### src/serial_cmd_regs.vh
// Constants for the host serial command port
`ifndef SERIAL_CMD_REGS_VH
`define SERIAL_CMD_REGS_VH

// Frame and byte layout
`define BITS_PER_BYTE 8
`define BIT_CNT_W 3
`define BIT_FIRST 3'h0
`define BIT_LAST 3'h7
`define BIT_STEP 3'h1
`define BYTE_CNT_W 2
`define BYTE_NONE 2'h0
`define BYTE_ONE 2'h1
`define BYTE_MAX 2'h2
`define BYTE_STEP 2'h1

// Reset values
`define SEL_IDLE_N 1'h1
`define SCLK_RESET 1'h0
`define BYTE_RESET 8'h00

// Reply line release after the end of a frame (upper bound)
`define MCLK_PERIOD_NS 5
`define HIZ_MAX_NS 1000
`define HIZ_MAX_CYC (`HIZ_MAX_NS / `MCLK_PERIOD_NS)

// Synchroniser depth in flip-flops
`define SYNC_STAGES 2

`endif

### src/pin_sync.v
// Two-stage synchroniser for the host-driven pins
`timescale 1ns/1ps
`default_nettype none

module pin_sync #(
	parameter WIDTH = 1,
	parameter [WIDTH-1:0] RESET_VAL = {WIDTH{1'b0}}
) (
	input wire mclk,
	input wire rst_n,
	input wire [WIDTH-1:0] async_in,
	output wire [WIDTH-1:0] sync_out
);

	reg [WIDTH-1:0] meta_q;
	reg [WIDTH-1:0] sync_q;

	// First stage feeds only the second stage
	always @(posedge mclk or negedge rst_n)
	begin
		if (!rst_n)
		begin
			meta_q <= RESET_VAL;
			sync_q <= RESET_VAL;
		end
		else
		begin
			meta_q <= async_in;
			sync_q <= meta_q;
		end
	end

	assign sync_out = sync_q;

endmodule
`default_nettype wire

### src/host_serial_command_port.v
// Device end of the host serial command port: framing, shifting and command hand-off
`timescale 1ns/1ps
`default_nettype none
`include "serial_cmd_regs.vh"

// Summary of operation
// - Reply bytes shifted out MSB first
// - Command bits captured on serial clock rising edge
// - Command executes only when select rises
// - Either serial clock idle level works
// - Reply driven only in frame, after clock low
module host_serial_command_port (
	input wire mclk,
	input wire rst_n,
	input wire select_n,
	input wire sclk,
	input wire command_data_in,
	output wire reply_data_out,
	output wire reply_data_oe,
	input wire [7:0] reply_byte,
	output wire reply_fetch,
	output wire cmd_valid,
	output wire [1:0] cmd_count,
	output wire [7:0] cmd_byte0,
	output wire [7:0] cmd_byte1,
	output wire cmd_overrun,
	output wire busy
);

	wire [2:0] pins_raw;
	wire [2:0] pins_sync;
	wire sel_n_s;
	wire sclk_s;
	wire din_s;

	assign pins_raw = {select_n, sclk, command_data_in};

	// All three pins share one delay so data stays aligned with its clock edge
	pin_sync #(
		.WIDTH(3),
		.RESET_VAL({`SEL_IDLE_N, `SCLK_RESET, 1'b0})
	) u_pin_sync (
		.mclk(mclk),
		.rst_n(rst_n),
		.async_in(pins_raw),
		.sync_out(pins_sync)
	);

	assign sel_n_s = pins_sync[2];
	assign sclk_s = pins_sync[1];
	assign din_s = pins_sync[0];

	reg sclk_prev_q;
	reg sel_n_prev_q;
	reg [`BIT_CNT_W-1:0] bit_cnt_q;
	reg [`BIT_CNT_W-1:0] bit_cnt_d;
	reg [7:0] shift_in_q;
	reg [7:0] shift_in_d;
	reg [`BYTE_CNT_W-1:0] byte_cnt_q;
	reg [`BYTE_CNT_W-1:0] byte_cnt_d;
	reg [7:0] cmd0_q;
	reg [7:0] cmd0_d;
	reg [7:0] cmd1_q;
	reg [7:0] cmd1_d;
	reg overrun_q;
	reg overrun_d;
	reg rose_q;
	reg rose_d;
	reg [7:0] reply_sh_q;
	reg [7:0] reply_sh_d;
	reg oe_q;
	reg oe_d;
	reg fetch_q;
	reg fetch_d;
	reg valid_q;
	reg valid_d;
	reg [1:0] count_q;
	reg [1:0] count_d;
	reg busy_q;
	reg busy_d;

	wire sclk_rise;
	wire sclk_fall;
	wire frame_start;
	wire frame_end;
	wire selected;

	// Edges found by mclk from the synchronised copies
	assign sclk_rise = sclk_s & ~sclk_prev_q;
	assign sclk_fall = ~sclk_s & sclk_prev_q;
	assign frame_start = sel_n_prev_q & ~sel_n_s;
	assign frame_end = ~sel_n_prev_q & sel_n_s;
	assign selected = ~sel_n_s;

	always @*
	begin
		bit_cnt_d = bit_cnt_q;
		shift_in_d = shift_in_q;
		byte_cnt_d = byte_cnt_q;
		cmd0_d = cmd0_q;
		cmd1_d = cmd1_q;
		overrun_d = overrun_q;
		rose_d = rose_q;
		reply_sh_d = reply_sh_q;
		oe_d = oe_q;
		fetch_d = 1'b0;
		valid_d = 1'b0;
		count_d = count_q;
		busy_d = selected;

		if (frame_start)
		begin
			// Leftover bits of an aborted frame are dropped here
			bit_cnt_d = `BIT_FIRST;
			byte_cnt_d = `BYTE_NONE;
			shift_in_d = `BYTE_RESET;
			overrun_d = 1'b0;
			rose_d = 1'b0;
			oe_d = 1'b0;
			reply_sh_d = reply_byte;
			fetch_d = 1'b1;
		end
		else if (selected)
		begin
			// Wait for a low clock level so a high-idle clock cannot clip bit 7
			if (!oe_q && !sclk_s)
			begin
				oe_d = 1'b1;
			end

			if (sclk_rise)
			begin
				shift_in_d = {shift_in_q[6:0], din_s};
				bit_cnt_d = bit_cnt_q + `BIT_STEP;
				rose_d = 1'b1;
				if (bit_cnt_q == `BIT_LAST)
				begin
					// Bytes beyond the second are not kept
					if (byte_cnt_q == `BYTE_NONE)
					begin
						cmd0_d = {shift_in_q[6:0], din_s};
					end
					else if (byte_cnt_q == `BYTE_ONE)
					begin
						cmd1_d = {shift_in_q[6:0], din_s};
					end
					else
					begin
						overrun_d = 1'b1;
					end
					if (byte_cnt_q != `BYTE_MAX)
					begin
						byte_cnt_d = byte_cnt_q + `BYTE_STEP;
					end
				end
			end

			// Reply advances on the falling edge that follows a sampled bit,
			// so a leading falling edge from a high-idle clock is harmless
			if (sclk_fall && rose_q)
			begin
				rose_d = 1'b0;
				if (bit_cnt_q == `BIT_FIRST)
				begin
					reply_sh_d = reply_byte;
					fetch_d = 1'b1;
				end
				else
				begin
					reply_sh_d = {reply_sh_q[6:0], 1'b0};
				end
			end
		end
		else
		begin
			// Clock activity outside a frame changes nothing
			oe_d = 1'b0;
			rose_d = 1'b0;
		end

		if (frame_end)
		begin
			oe_d = 1'b0;
			if (byte_cnt_q != `BYTE_NONE)
			begin
				valid_d = 1'b1;
				count_d = byte_cnt_q;
			end
		end
	end

	always @(posedge mclk or negedge rst_n)
	begin
		if (!rst_n)
		begin
			sclk_prev_q <= `SCLK_RESET;
			sel_n_prev_q <= `SEL_IDLE_N;
			bit_cnt_q <= `BIT_FIRST;
			shift_in_q <= `BYTE_RESET;
			byte_cnt_q <= `BYTE_NONE;
			cmd0_q <= `BYTE_RESET;
			cmd1_q <= `BYTE_RESET;
			overrun_q <= 1'b0;
			rose_q <= 1'b0;
			reply_sh_q <= `BYTE_RESET;
			oe_q <= 1'b0;
			fetch_q <= 1'b0;
			valid_q <= 1'b0;
			count_q <= `BYTE_NONE;
			busy_q <= 1'b0;
		end
		else
		begin
			sclk_prev_q <= sclk_s;
			sel_n_prev_q <= sel_n_s;
			bit_cnt_q <= bit_cnt_d;
			shift_in_q <= shift_in_d;
			byte_cnt_q <= byte_cnt_d;
			cmd0_q <= cmd0_d;
			cmd1_q <= cmd1_d;
			overrun_q <= overrun_d;
			rose_q <= rose_d;
			reply_sh_q <= reply_sh_d;
			oe_q <= oe_d;
			fetch_q <= fetch_d;
			valid_q <= valid_d;
			count_q <= count_d;
			busy_q <= busy_d;
		end
	end

	// Bit 7 of the shift register is the line; no extra stage, so no extra lag
	assign reply_data_out = reply_sh_q[7];
	assign reply_data_oe = oe_q;
	assign reply_fetch = fetch_q;
	assign cmd_valid = valid_q;
	assign cmd_count = count_q;
	assign cmd_byte0 = cmd0_q;
	assign cmd_byte1 = cmd1_q;
	assign cmd_overrun = overrun_q;
	assign busy = busy_q;

endmodule
`default_nettype wire

### config.mk
export PLATFORM = sky130hd
export DESIGN_NAME = host_serial_command_port
export DESIGN_NICKNAME = d
export VERILOG_FILES = /design/src/pin_sync.v /design/src/host_serial_command_port.v
export VERILOG_INCLUDE_DIRS = /design/src
export SDC_FILE = /design/constraint.sdc
export NUM_CORES = 1
export LEC_CHECK = 0
export BUFFER_PORTS_ARGS = -buffer_cell sky130_fd_sc_hd__buf_4
export CAP_MARGIN = 15
export CORE_ASPECT_RATIO = 1.25
export CORE_UTILIZATION = 56
export CTS_BUF_LIST = sky130_fd_sc_hd__clkbuf_8
export DETAILED_ROUTE_END_ITERATION = 16
export PLACE_DENSITY_LB_ADDON = 0.15
export SYNTH_ARGS = -nofsm -noshare
export SYNTH_HDL_FRONTEND = slang
export SYNTH_SLANG_ARGS = --single-unit
### constraint.sdc
create_clock -name mclk -period 2.61 [get_ports mclk]
set_input_delay 0.3915 -clock mclk [delete_from_list [all_inputs] [get_ports mclk]]
set_output_delay 0.3915 -clock mclk [all_outputs]
set_load 0.005 [all_outputs]
==> results of run 1 <==
[worst max-delay path: stages, from the launching register on]
cell and delay [ps]:
dfstp_2 600, inv_1 120, ha_1 400, buf_4 270, or2_1 350, a31oi_1 200
[cell families (layout without fill, tap and decap cells)]
kind of cell / count (synthesis) / in the layout / share of synthesized area, %
flip-flops: 52 / 52 / 57.9
AND/OR/NAND/NOR: 46 / 46 / 11.4
multiplexers: 29 / 29 / 14.1
AO/OA/AOI/OAI: 22 / 22 / 6.72
buffers and inverters: 18 / 59 / 3.83
adder cells (fa/ha/maj): 11 / 11 / 6.00
[cell usage in the layout (no fill, tap or decap)]
cell type	netlist	routed
a22o_1	1	1
nor2_1	12	12
o21ai_0	11	11
maj3_1	1	1
o221ai_4	1	1
nor4bb_1	2	1
clkinv_4	0	1
clkinvlp_4	0	1
a31oi_1	7	7
and3_1	1	1
nand2b_1	4	4
nand2_1	6	6
mux2_4	1	1
nand3_1	7	7
nor3b_2	1	1
nor4bb_2	0	1
buf_4	0	40
mux2i_1	10	10
nor3_1	7	7
dfrtp_1	49	49
and4bb_2	1	1
nand3_4	1	1
nor2b_1	2	2
dfstp_2	3	3
o21bai_1	1	1
clkbuf_8	0	5
or2_1	1	1
clkinv_1	1	1
inv_1	10	11
or2_2	1	1
ha_1	10	10
o311a_1	1	1
mux2_2	18	18
[synth_stat cells, types with 2 or more instances]
library cell,instances
buf_2,3
mux2i_1,10
nor2_1,12
nand2b_1,4
mux2_2,18
dfstp_2,3
ha_1,10
o21ai_0,11
nand2_1,6
a31oi_1,7
nand3_1,7
nor2b_1,2
nor3_1,7
inv_1,10
buf_6,2
dfrtp_1,49
nor4bb_1,2
[where the power goes]
group,internal [W],total [W],switching (W)
Combinational,0.000238,0.000490,0.000252
Clock,0.000187,0.000443,0.000256
Sequential,0.000930,0.00102,0.0000880
Total,0.00135,0.00195,0.000596
[per-stage QoR]
| step | instance area [sq um] | utilization, % | instances | power (W) | setup slack [ps] |
|---|---|---|---|---|---|
| 6_report | 2670 | 70.0 | 273 | 0.00195 | 580 |
| 5_1_grt | 2670 | 70.0 | 273 | 0.00209 | 447 |
| 4_1_cts | 2670 | 70.0 | 273 | 0.00196 | 590 |
| 3_5_place_dp | 2580 | 67.6 | 265 | 0.00152 | 601 |
| 3_3_place_gp | 2580 | 67.6 | 265 | 0.00149 | 663 |
| 2_1_floorplan | 2250 | - | 178 | 0.00134 | 876 |
[final cells by class]
type,count,share of cell area [%]
Clock buffer,5,2.58
Tap cell,54,2.53
Inverter,11,1.55
Clock inverter,3,0.750
Multi-Input combinational cell,108,32.5
Timing Repair Buffer,40,11.2
Sequential cell,52,48.9
[worst paths after layout]
path	end	slack, ps	cells past startpoint
min in group mclk	u_pin_sync.meta_q[0]	190	1
max	reply_sh_q[1]	580	5
min	cmd_byte1[6]	100	1
max in group asynchronous	bit_cnt_q[2]	2090	1
max reg2reg	reply_sh_q[1]	580	5
min reg2reg	u_pin_sync.sync_out[0]	360	0
[sequential cells by signal, summed over array words and instances, names as in the netlist]
| name | cells |
|---|---|
| cmd_byte1 | 8 |
| u_pin_sync.sync_out | 3 |
| bit_cnt_q | 3 |
| sclk_prev_q | 1 |
| rose_q | 1 |
| busy | 1 |
| cmd_overrun | 1 |
| shift_in_q | 7 |
| cmd_count | 2 |
| u_pin_sync.meta_q | 3 |
| cmd_valid | 1 |
| reply_fetch | 1 |
| reply_data_oe | 1 |
| reply_sh_q | 8 |
| sel_n_prev_q | 1 |
| cmd_byte0 | 8 |
| byte_cnt_q | 2 |
[routing by layer]
layer / wire length (um) / GRT usage (%) / vias to the layer above
li1: - / - / 692
met1: 1580 / 24.6 / 720
met2: 2040 / 37.4 / 42
met3: 161 / 4.79 / 6
met4: 48 / 6.35 / 0
met5: 0 / 0 / -
==> summary.txt, run 1 <==
Root Buffer: clkbuf_8
Initial antenna violation count: 0
Total wire length after detailed routing: 3.83 mm
Starting DRT DRC Count: 46
Setup crit start: u_pin_sync.sync_out[2]
Slew HR: 58.7%
Area taken by multi-input logic gates: 867 sq um
GR Overflow Total: 0
Fillers: 312
Async set-reset flop share out of synthesis: 100%
WP data arrival: 2240 ps
Number of port buffers: 36
Final HPWL from detailed placement: 2.73 mm
First-pass GRT wire length: 6.72 mm
RSZ-0062 raised after global routing: false
Via Count: 1,460
Wire per inst: 14.0 um
Leakage power total: 1.33 nW
WP data required: 2820 ps
Diode count: 0
Syn_nets: 201
Worst flop-to-flop path startpoint: u_pin_sync.sync_out[2]
Share of cells above drive strength 1: 34.2%
Row cnt: 25
Die footprint: 4280 sq um
Top-area cell type share of the netlist area: 54.4%
Area contributors post-synth: dfrtp_1 54%, mux2_2 9.0%, ha_1 5.6%, mux2i_1 4.4%, dfstp_2 3.5%
CTS sink count: 52
Worst skew pair latency: 300 ps
Post-synth EDFFs: 0
Fin crit period: 2030 ps
Syn. warnings: 0
Status: finished, final reports clean
Max frequency: 493 MHz
Pins over their slew limit: 0
Post-synthesis instance area: 2250 sq um
Max-Cap Viols: 0
Area taken by flip-flops and latches: 1310 sq um
Hold-fix buffers, CTS: 0
GRT Resource Usage Total: 20.9%
Drt pass-1 iters: 4
Cell taking the most area after synthesis: dfrtp_1
Post-CTS setup buffer count: 0
Initial core utilization: 59.0%
Nets: 241
Core Footprint: 3820 sq um
CTS clock-pin slew for the worst setup and hold paths: 90 ps
Hold Slack: 101 ps
Period utilization: 77.8%
Hold Crit Class: in -> async
Final Hold Vio Count: 0
Clock buffer depth: 2
TNS Setup: 0 ps
DRC viols: 0
Die width: 58.7 um
Num ports: 37
Height of the die: 72.9 um
Syn-to-layout area delta: 18.6%
Power Density: 730 nW/um^2
Clk_skew: 10.2 ps
# H-tree levels: 2
Crit path kind: reg -> reg
Largest net degree at the start of global routing: 53
Final setup fails: 0
Maximum vdd ir drop: 0.469 mV
Distinct cells, synth: 32
Worst Tran Pin Value: 619 ps
Most used flip-flop cell after synthesis: dfrtp_1
CTS tree: built
Vias in the first global route: 1,501
Seq cells post-synth: 52
Post-Synthesis Cells: 178
Avg Inst Size Synth: 12.7 sq um
Placer Congestion: 0.745
Antenna-violating nets left: 0
CTS-repair resized insts: 0
Critical path capture point type: flip-flop
Startpoint Class: flip-flop
Num CTS Buffers: 5
CP Max Fanout: 17
Via-to-Cell Ratio: 5.35
Seq/Total Area, Yosys: 57.9%
No activity file was read; power rests on OpenSTA's default activity.
==> inputs of run 2 (changes only) <==
CORE_UTILIZATION = 52   (was 56)
clock period = 1.8 ns   (was 2.61 ns; I/O delays follow)
==> summary.txt, run 2 (same netlist as run 1, synthesis figures left out) <==
Max frequency: 578 MHz (was 493 MHz)
GR Overflow Total: 0 (unchanged)
Max-Cap Viols: 0 (unchanged)
DRC viols: 0 (unchanged)
GRT Resource Usage Total: 19.5% (was 20.9%)
WP data arrival: 1920 ps (was 2240 ps)
Slowest cell delay on critical path: 380 ps (was 600 ps)
Largest net degree at the start of global routing: 53 (unchanged)
Height of the die: 75.6 um (was 72.9 um)
P_sw: 0.000841 W (was 0.000596 W)
Vias in the first global route: 1,521 (was 1,501)
Drt pass-1 iters: 4 (unchanged)
Crit-path leading delay family: flip-flops (unchanged)
Num ports: 37 (unchanged)
Comb power frac: 25.8% (was 25.1%)
Via-to-Cell Ratio: 5.27 (was 5.35)
Total power: 0.00286 W (was 0.00195 W)
Number of port buffers: 36 (unchanged)
Worst path depth: 6 (was 5)
Initial core utilization: 54.5% (was 59.0%)
Share of cells above drive strength 1: 37.2% (was 34.2%)
Clk_skew: 1.65 ps (was 10.2 ps)
Placed cell count: 270 (was 265)
Sw Share: 29.4% (was 30.6%)
Nets: 245 (was 241)
Clock buffer depth: 2 (unchanged)
Period utilization: 96.1% (was 77.8%)
CTS sink count: 52 (unchanged)
Antenna-violating nets left: 0 (unchanged)
Die width: 60.9 um (was 58.7 um)
Leakage power total: 1.35 nW (was 1.33 nW)
Worst r2r path cells: 6 (was 5)
Syn-to-layout area delta: 20.4% (was 18.6%)
Final Non-Filler Cells: 279 (was 273)
Cell Chain, Critical Path: inv_1 > ha_1 > nand2_1 > nor4bb_2 > buf_4 > mux2_2 (was inv_1 > ha_1 > buf_4 > or2_1 > a31oi_1)
Status: finished with violations (was finished, final reports clean)
Hold Crit Class: in -> async (unchanged)
CP Max Fanout: 8 (was 17)
Int Pwr: 0.00202 W (was 0.00135 W)
Hold Slack: -9.66 ps (was 101 ps)
Final setup fails: 0 (unchanged)
Worst Path Buf+Inv: 2 (unchanged)
Startpoint Class: flip-flop (unchanged)
Placer Congestion: 0.789 (was 0.745)
Row cnt: 26 (was 25)
Fillers: 323 (was 312)
RSZ-0062 raised after global routing: false (unchanged)
Pins over their slew limit: 0 (unchanged)
Initial antenna violation count: 0 (unchanged)
Starting DRT DRC Count: 69 (was 46)
CTS tree: built (unchanged)
CP max-delay cell: dfstp_2 (unchanged)
Failing checks: hold timing
Clock network fraction of total power: 23.0% (was 22.7%)
Total wire length after detailed routing: 3.84 mm (was 3.83 mm)
Sequential power share: 51.2% (was 52.2%)
Power Density: 1060 nW/um^2 (was 730 nW/um^2)
Wire per inst: 13.8 um (was 14.0 um)
Via Count: 1,469 (was 1,460)
Final HPWL from detailed placement: 2.77 mm (was 2.73 mm)
Maximum vdd ir drop: 0.709 mV (was 0.469 mV)
Critical path capture point type: flip-flop (unchanged)
Die footprint: 4600 sq um (was 4280 sq um)
Num CTS Buffers: 5 (unchanged)
Commonest non-fill, non-tap cells in the layout: 49 x dfrtp_1, 44 x buf_4, 18 x mux2_2 (was 49 x dfrtp_1, 40 x buf_4, 18 x mux2_2)
Most common cell after layout, fill and taps aside: dfrtp_1 (unchanged)
Diode count: 0 (unchanged)
First-pass GRT wire length: 6.54 mm (was 6.72 mm)
Worst skew pair latency: 300 ps (about the same)
Fin crit period: 1730 ps (was 2030 ps)
Worst Tran Pin Value: 627 ps (was 619 ps)
Crit path kind: reg -> reg (unchanged)
Final Hold Vio Count: 38 (was 0)
CTS clock-pin slew for the worst setup and hold paths: 80 ps (was 90 ps)
Core Footprint: 4130 sq um (was 3820 sq um)
WP data required: 1990 ps (was 2820 ps)
Root Buffer: clkbuf_8 (unchanged)
Slew HR: 58.2% (was 58.7%)
# H-tree levels: 2 (unchanged)
TNS Setup: 0 ps (unchanged)
==> run 2: path summary, 6_finish.rpt <==
| path | from | endpoint | slack, ps |
|---|---|---|---|
| worst max-delay path | u_pin_sync.sync_out[2] | cmd_byte0[7] | 70 |
| worst min-delay path | rst_n | cmd_byte1[7] | -10 |
| worst max register to register | u_pin_sync.sync_out[2] | cmd_byte0[7] | 70 |
| worst min register to register | u_pin_sync.meta_q[0] | u_pin_sync.sync_out[0] | 360 |
| max in group asynchronous | rst_n | cmd_byte0[0] | 1400 |
| min in group mclk | command_data_in | u_pin_sync.meta_q[0] | 70 |
==> run 2: power groups by stage <==
stage / Clock (W) / Sequential [W] / Combinational [W]
after floorplan: 0 / 0.00147 / 0.000483
final: 0.000659 / 0.00147 / 0.000739
after global routing: 0.000734 / 0.00149 / 0.000847
after global placement: 0 / 0.00148 / 0.000684
after CTS: 0.000679 / 0.00147 / 0.000722
after detailed placement: 0 / 0.00149 / 0.000718
==> run 2: layer usage <==
layer	vias up	GRT usage, %	share of wire [%]
li1	701	-	-
met1	714	21.0	41
met2	46	36.1	53
met3	8	4.58	4.0
met4	0	7.83	1.7
met5	-	0	0
==> run 2: final cells by class <==
| class | count | area [sq um] | area share [%] |
|---|---|---|---|
| inverters | 11 | 41.3 | 1.52 |
| clock buffers | 6 | 82.6 | 3.05 |
| repair buffers | 44 | 330 | 12.2 |
| flip-flops and latches | 52 | 1310 | 48.1 |
| clock inverters | 2 | 10.0 | 0.369 |
| multi-input cells | 108 | 872 | 32.2 |
| well taps | 56 | 70.1 | 2.58 |
==> run 2: repair_timing <==
item | CTS | global route
hold buffers | 0 | 0
endpoints found under the hold margin | 0 | 0
setup buffers | 0 | 1
setup endpoints to repair | 0 | 8
resized for setup | 0 | 3
==> run 2: metrics by stage <==
stage / hold slack, ps / cell area (sq um) / setup WS [ps] / utilization (%)
final: -9.66 / 2710 / 70.3 / 65.6
after global routing: 35.3 / 2710 / 0.648 / 65.6
after CTS: 4.86 / 2700 / 20.0 / 65.3
after detailed placement: 337 / 2610 / 30.6 / 63.1
after global placement: 326 / 2610 / 104 / 63.1
after floorplan: -25.6 / 2250 / 66.2 / -
==> inputs of run 3 (changes only) <==
SETUP_SLACK_MARGIN = 0.5   (was default)
==> summary.txt, run 3 (same netlist as run 1, synthesis figures left out) <==
Clock network fraction of total power: 26.1% (was 23.0%)
GRT met2 Usage: 38.0% (was 36.1%)
Failing checks: hold timing (unchanged)
Nets: 260 (was 245)
GR Overflow Total: 0 (unchanged)
Total wire length after detailed routing: 5.21 mm (was 3.84 mm)
Period utilization: 99.1% (was 96.1%)
Sw Share: 30.6% (was 29.4%)
P_sw: 0.00108 W (was 0.000841 W)
Startpoint Class: flip-flop (unchanged)
Hold Crit Class: in -> async (unchanged)
Pins over their slew limit: 0 (unchanged)
Row cnt: 26 (unchanged)
Vias in the first global route: 1,534 (was 1,521)
Comb power frac: 31.2% (was 25.8%)
Diode count: 0 (unchanged)
Die width: 60.9 um (unchanged)
Final HPWL from detailed placement: 3.03 mm (was 2.77 mm)
Starting DRT DRC Count: 71 (was 69)
Grt peak-use layer: met2 (unchanged)
Global Route met3 Usage: 4.07% (was 4.58%)
WP data required: 1990 ps (about the same)
GRT Resource Usage Total: 22.1% (was 19.5%)
Num ports: 37 (unchanged)
# H-tree levels: 2 (unchanged)
Num CTS Buffers: 5 (unchanged)
Fin crit period: 1780 ps (was 1730 ps)
Antenna-violating nets left: 0 (unchanged)
CP max-delay cell: dfrtp_1 (was dfstp_2)
Int Pwr: 0.00245 W (was 0.00202 W)
Hold Slack: -28.5 ps (was -9.66 ps)
Leakage power total: 1.55 nW (was 1.35 nW)
Worst skew pair latency: 300 ps (about the same)
Grt met1 use: 26.5% (was 21.0%)
CP Max Fanout: 8 (unchanged)
Crit path kind: reg -> reg (unchanged)
Fillers: 255 (was 323)
Most common cell after layout, fill and taps aside: dfrtp_1 (unchanged)
CTS clock-pin slew for the worst setup and hold paths: 90 ps (was 80 ps)
Number of port buffers: 36 (unchanged)
Clk_skew: 4.48 ps (was 1.65 ps)
Commonest non-fill, non-tap cells in the layout: 49 x dfrtp_1, 45 x buf_4, 12 x mux2_4 (was 49 x dfrtp_1, 44 x buf_4, 18 x mux2_2)
CTS tree: built (unchanged)
Placer Congestion: 0.779 (was 0.789)
Clock buffer depth: 2 (unchanged)
Maximum vdd ir drop: 0.549 mV (was 0.709 mV)
Sequential power share: 42.7% (was 51.2%)
Slew HR: 57.5% (was 58.2%)
Max frequency: 561 MHz (was 578 MHz)
Via Count: 1,627 (was 1,469)
DRC viols: 0 (unchanged)
Power Density: 1090 nW/um^2 (was 1060 nW/um^2)
Final setup fails: 0 (unchanged)
Height of the die: 75.6 um (unchanged)
Initial antenna violation count: 0 (unchanged)
Largest net degree at the start of global routing: 53 (unchanged)
First-pass GRT wire length: 7.31 mm (was 6.54 mm)
Total power: 0.00354 W (was 0.00286 W)
Critical path capture point type: flip-flop (unchanged)
Core Footprint: 4130 sq um (unchanged)
Worst reg-to-reg setup slack: 20 ps (was 70 ps)
Final Hold Vio Count: 23 (was 38)
RSZ-0062 raised after global routing: true (was false)
Worst Tran Pin Value: 637 ps (was 627 ps)
Drt pass-1 iters: 4 (unchanged)
Share of cells above drive strength 1: 55.0% (was 37.2%)
CTS sink count: 52 (unchanged)
Via-to-Cell Ratio: 5.53 (was 5.27)
Wire per inst: 17.7 um (was 13.8 um)
Root Buffer: clkbuf_8 (unchanged)
WP data arrival: 1980 ps (was 1920 ps)
Syn-to-layout area delta: 44.1% (was 20.4%)
Status: finished with violations (unchanged)
Die footprint: 4600 sq um (unchanged)
Cell Chain, Critical Path: ha_2 > ha_4 > nand2_2 > nor4bb_2 > buf_4 > mux2_2 (was inv_1 > ha_1 > nand2_1 > nor4bb_2 > buf_4 > mux2_2)
Slowest cell delay on critical path: 400 ps (was 380 ps)
Max-Cap Viols: 0 (unchanged)
Initial core utilization: 54.5% (unchanged)
==> run 3: cell count changes in the layout (fill, tap and decap cells not counted), moves of 6 or more <==
cell and change:
nor3_1 -7, nor3_2 +6, o21ai_0 -11, mux2_2 -11
buf_6 +11, o21ai_1 +9, nand3_1 -6, mux2_4 +11
==> run 3: metrics by stage <==
step                setup slack [ps]  cell area, sq um  cells  TNS [ps]  util, %
finish                          16.2              3240    294         0     78.5
global route                   -57.8              3240    294      -299     78.5
CTS                             66.0              3010    288         0     72.9
detailed placement              58.6              2730    271         0     66.0
global placement                 118              2730    271         0     66.0
floorplan                        213              2400    178         0        -
==> run 3: power by group through the flow <==
stage | combinational, W | clock (W) | sequential [W]
finish | 0.00110 | 0.000922 | 0.00151
global route | 0.00120 | 0.000989 | 0.00153
CTS | 0.000865 | 0.000947 | 0.00149
detailed placement | 0.000823 | 0 | 0.00152
global placement | 0.000791 | 0 | 0.00150
floorplan | 0.000562 | 0 | 0.00148
==> run 3: layer usage <==
layer | up-vias | share of wire [%]
met5 | - | 0
met4 | 0 | 2.9
met3 | 15 | 3.0
met2 | 43 | 55
met1 | 834 | 39
li1 | 735 | -
==> run 3: final timing paths <==
check | depth (start not counted) | start | end
setup / recovery | 6 | bit_cnt_q[0] | cmd_byte0[7]
hold / removal | 1 | rst_n | byte_cnt_q[0]
setup reg to reg | 6 | bit_cnt_q[0] | cmd_byte0[7]
hold reg to reg | 0 | u_pin_sync.meta_q[1] | u_pin_sync.sync_out[1]
max in group asynchronous | 1 | rst_n | cmd_byte1[7]
min in group mclk | 1 | select_n | u_pin_sync.meta_q[2]
==> run 3: cell type report <==
class                   instances  area (sq um)  share of cell area [%]
clock buffers                   5          68.8                    2.12
clock inverters                 3          63.8                    1.97
inverters                      11          56.3                    1.74
multi-input cells             108          1160                    35.8
flip-flops and latches         52          1310                    40.2
well taps                      56          70.1                    2.16
repair buffers                 58           507                    15.6
repair inverters                1          11.3                   0.347
==> run 3: repair_timing <==
| action | in CTS | in global routing |
|---|---|---|
| setup buffers | 9 | 4 |
| gates cloned | 0 | 2 |
| setup endpoints to repair | 42 | 43 |
| hold buffers | 0 | 0 |
| resized for setup | 24 | 38 |
| pin swaps | 9 | 18 |
| hold endpoints to repair | 0 | 0 |
==> run 3: critical path, delay by kind of cell, from the launching register on <==
kind,cells,cell delay [ps]
DFF,1,400
adders and majority gates,2,350
muxes,1,350
and+or+nand+nor,2,330
buffers and inverters,1,240
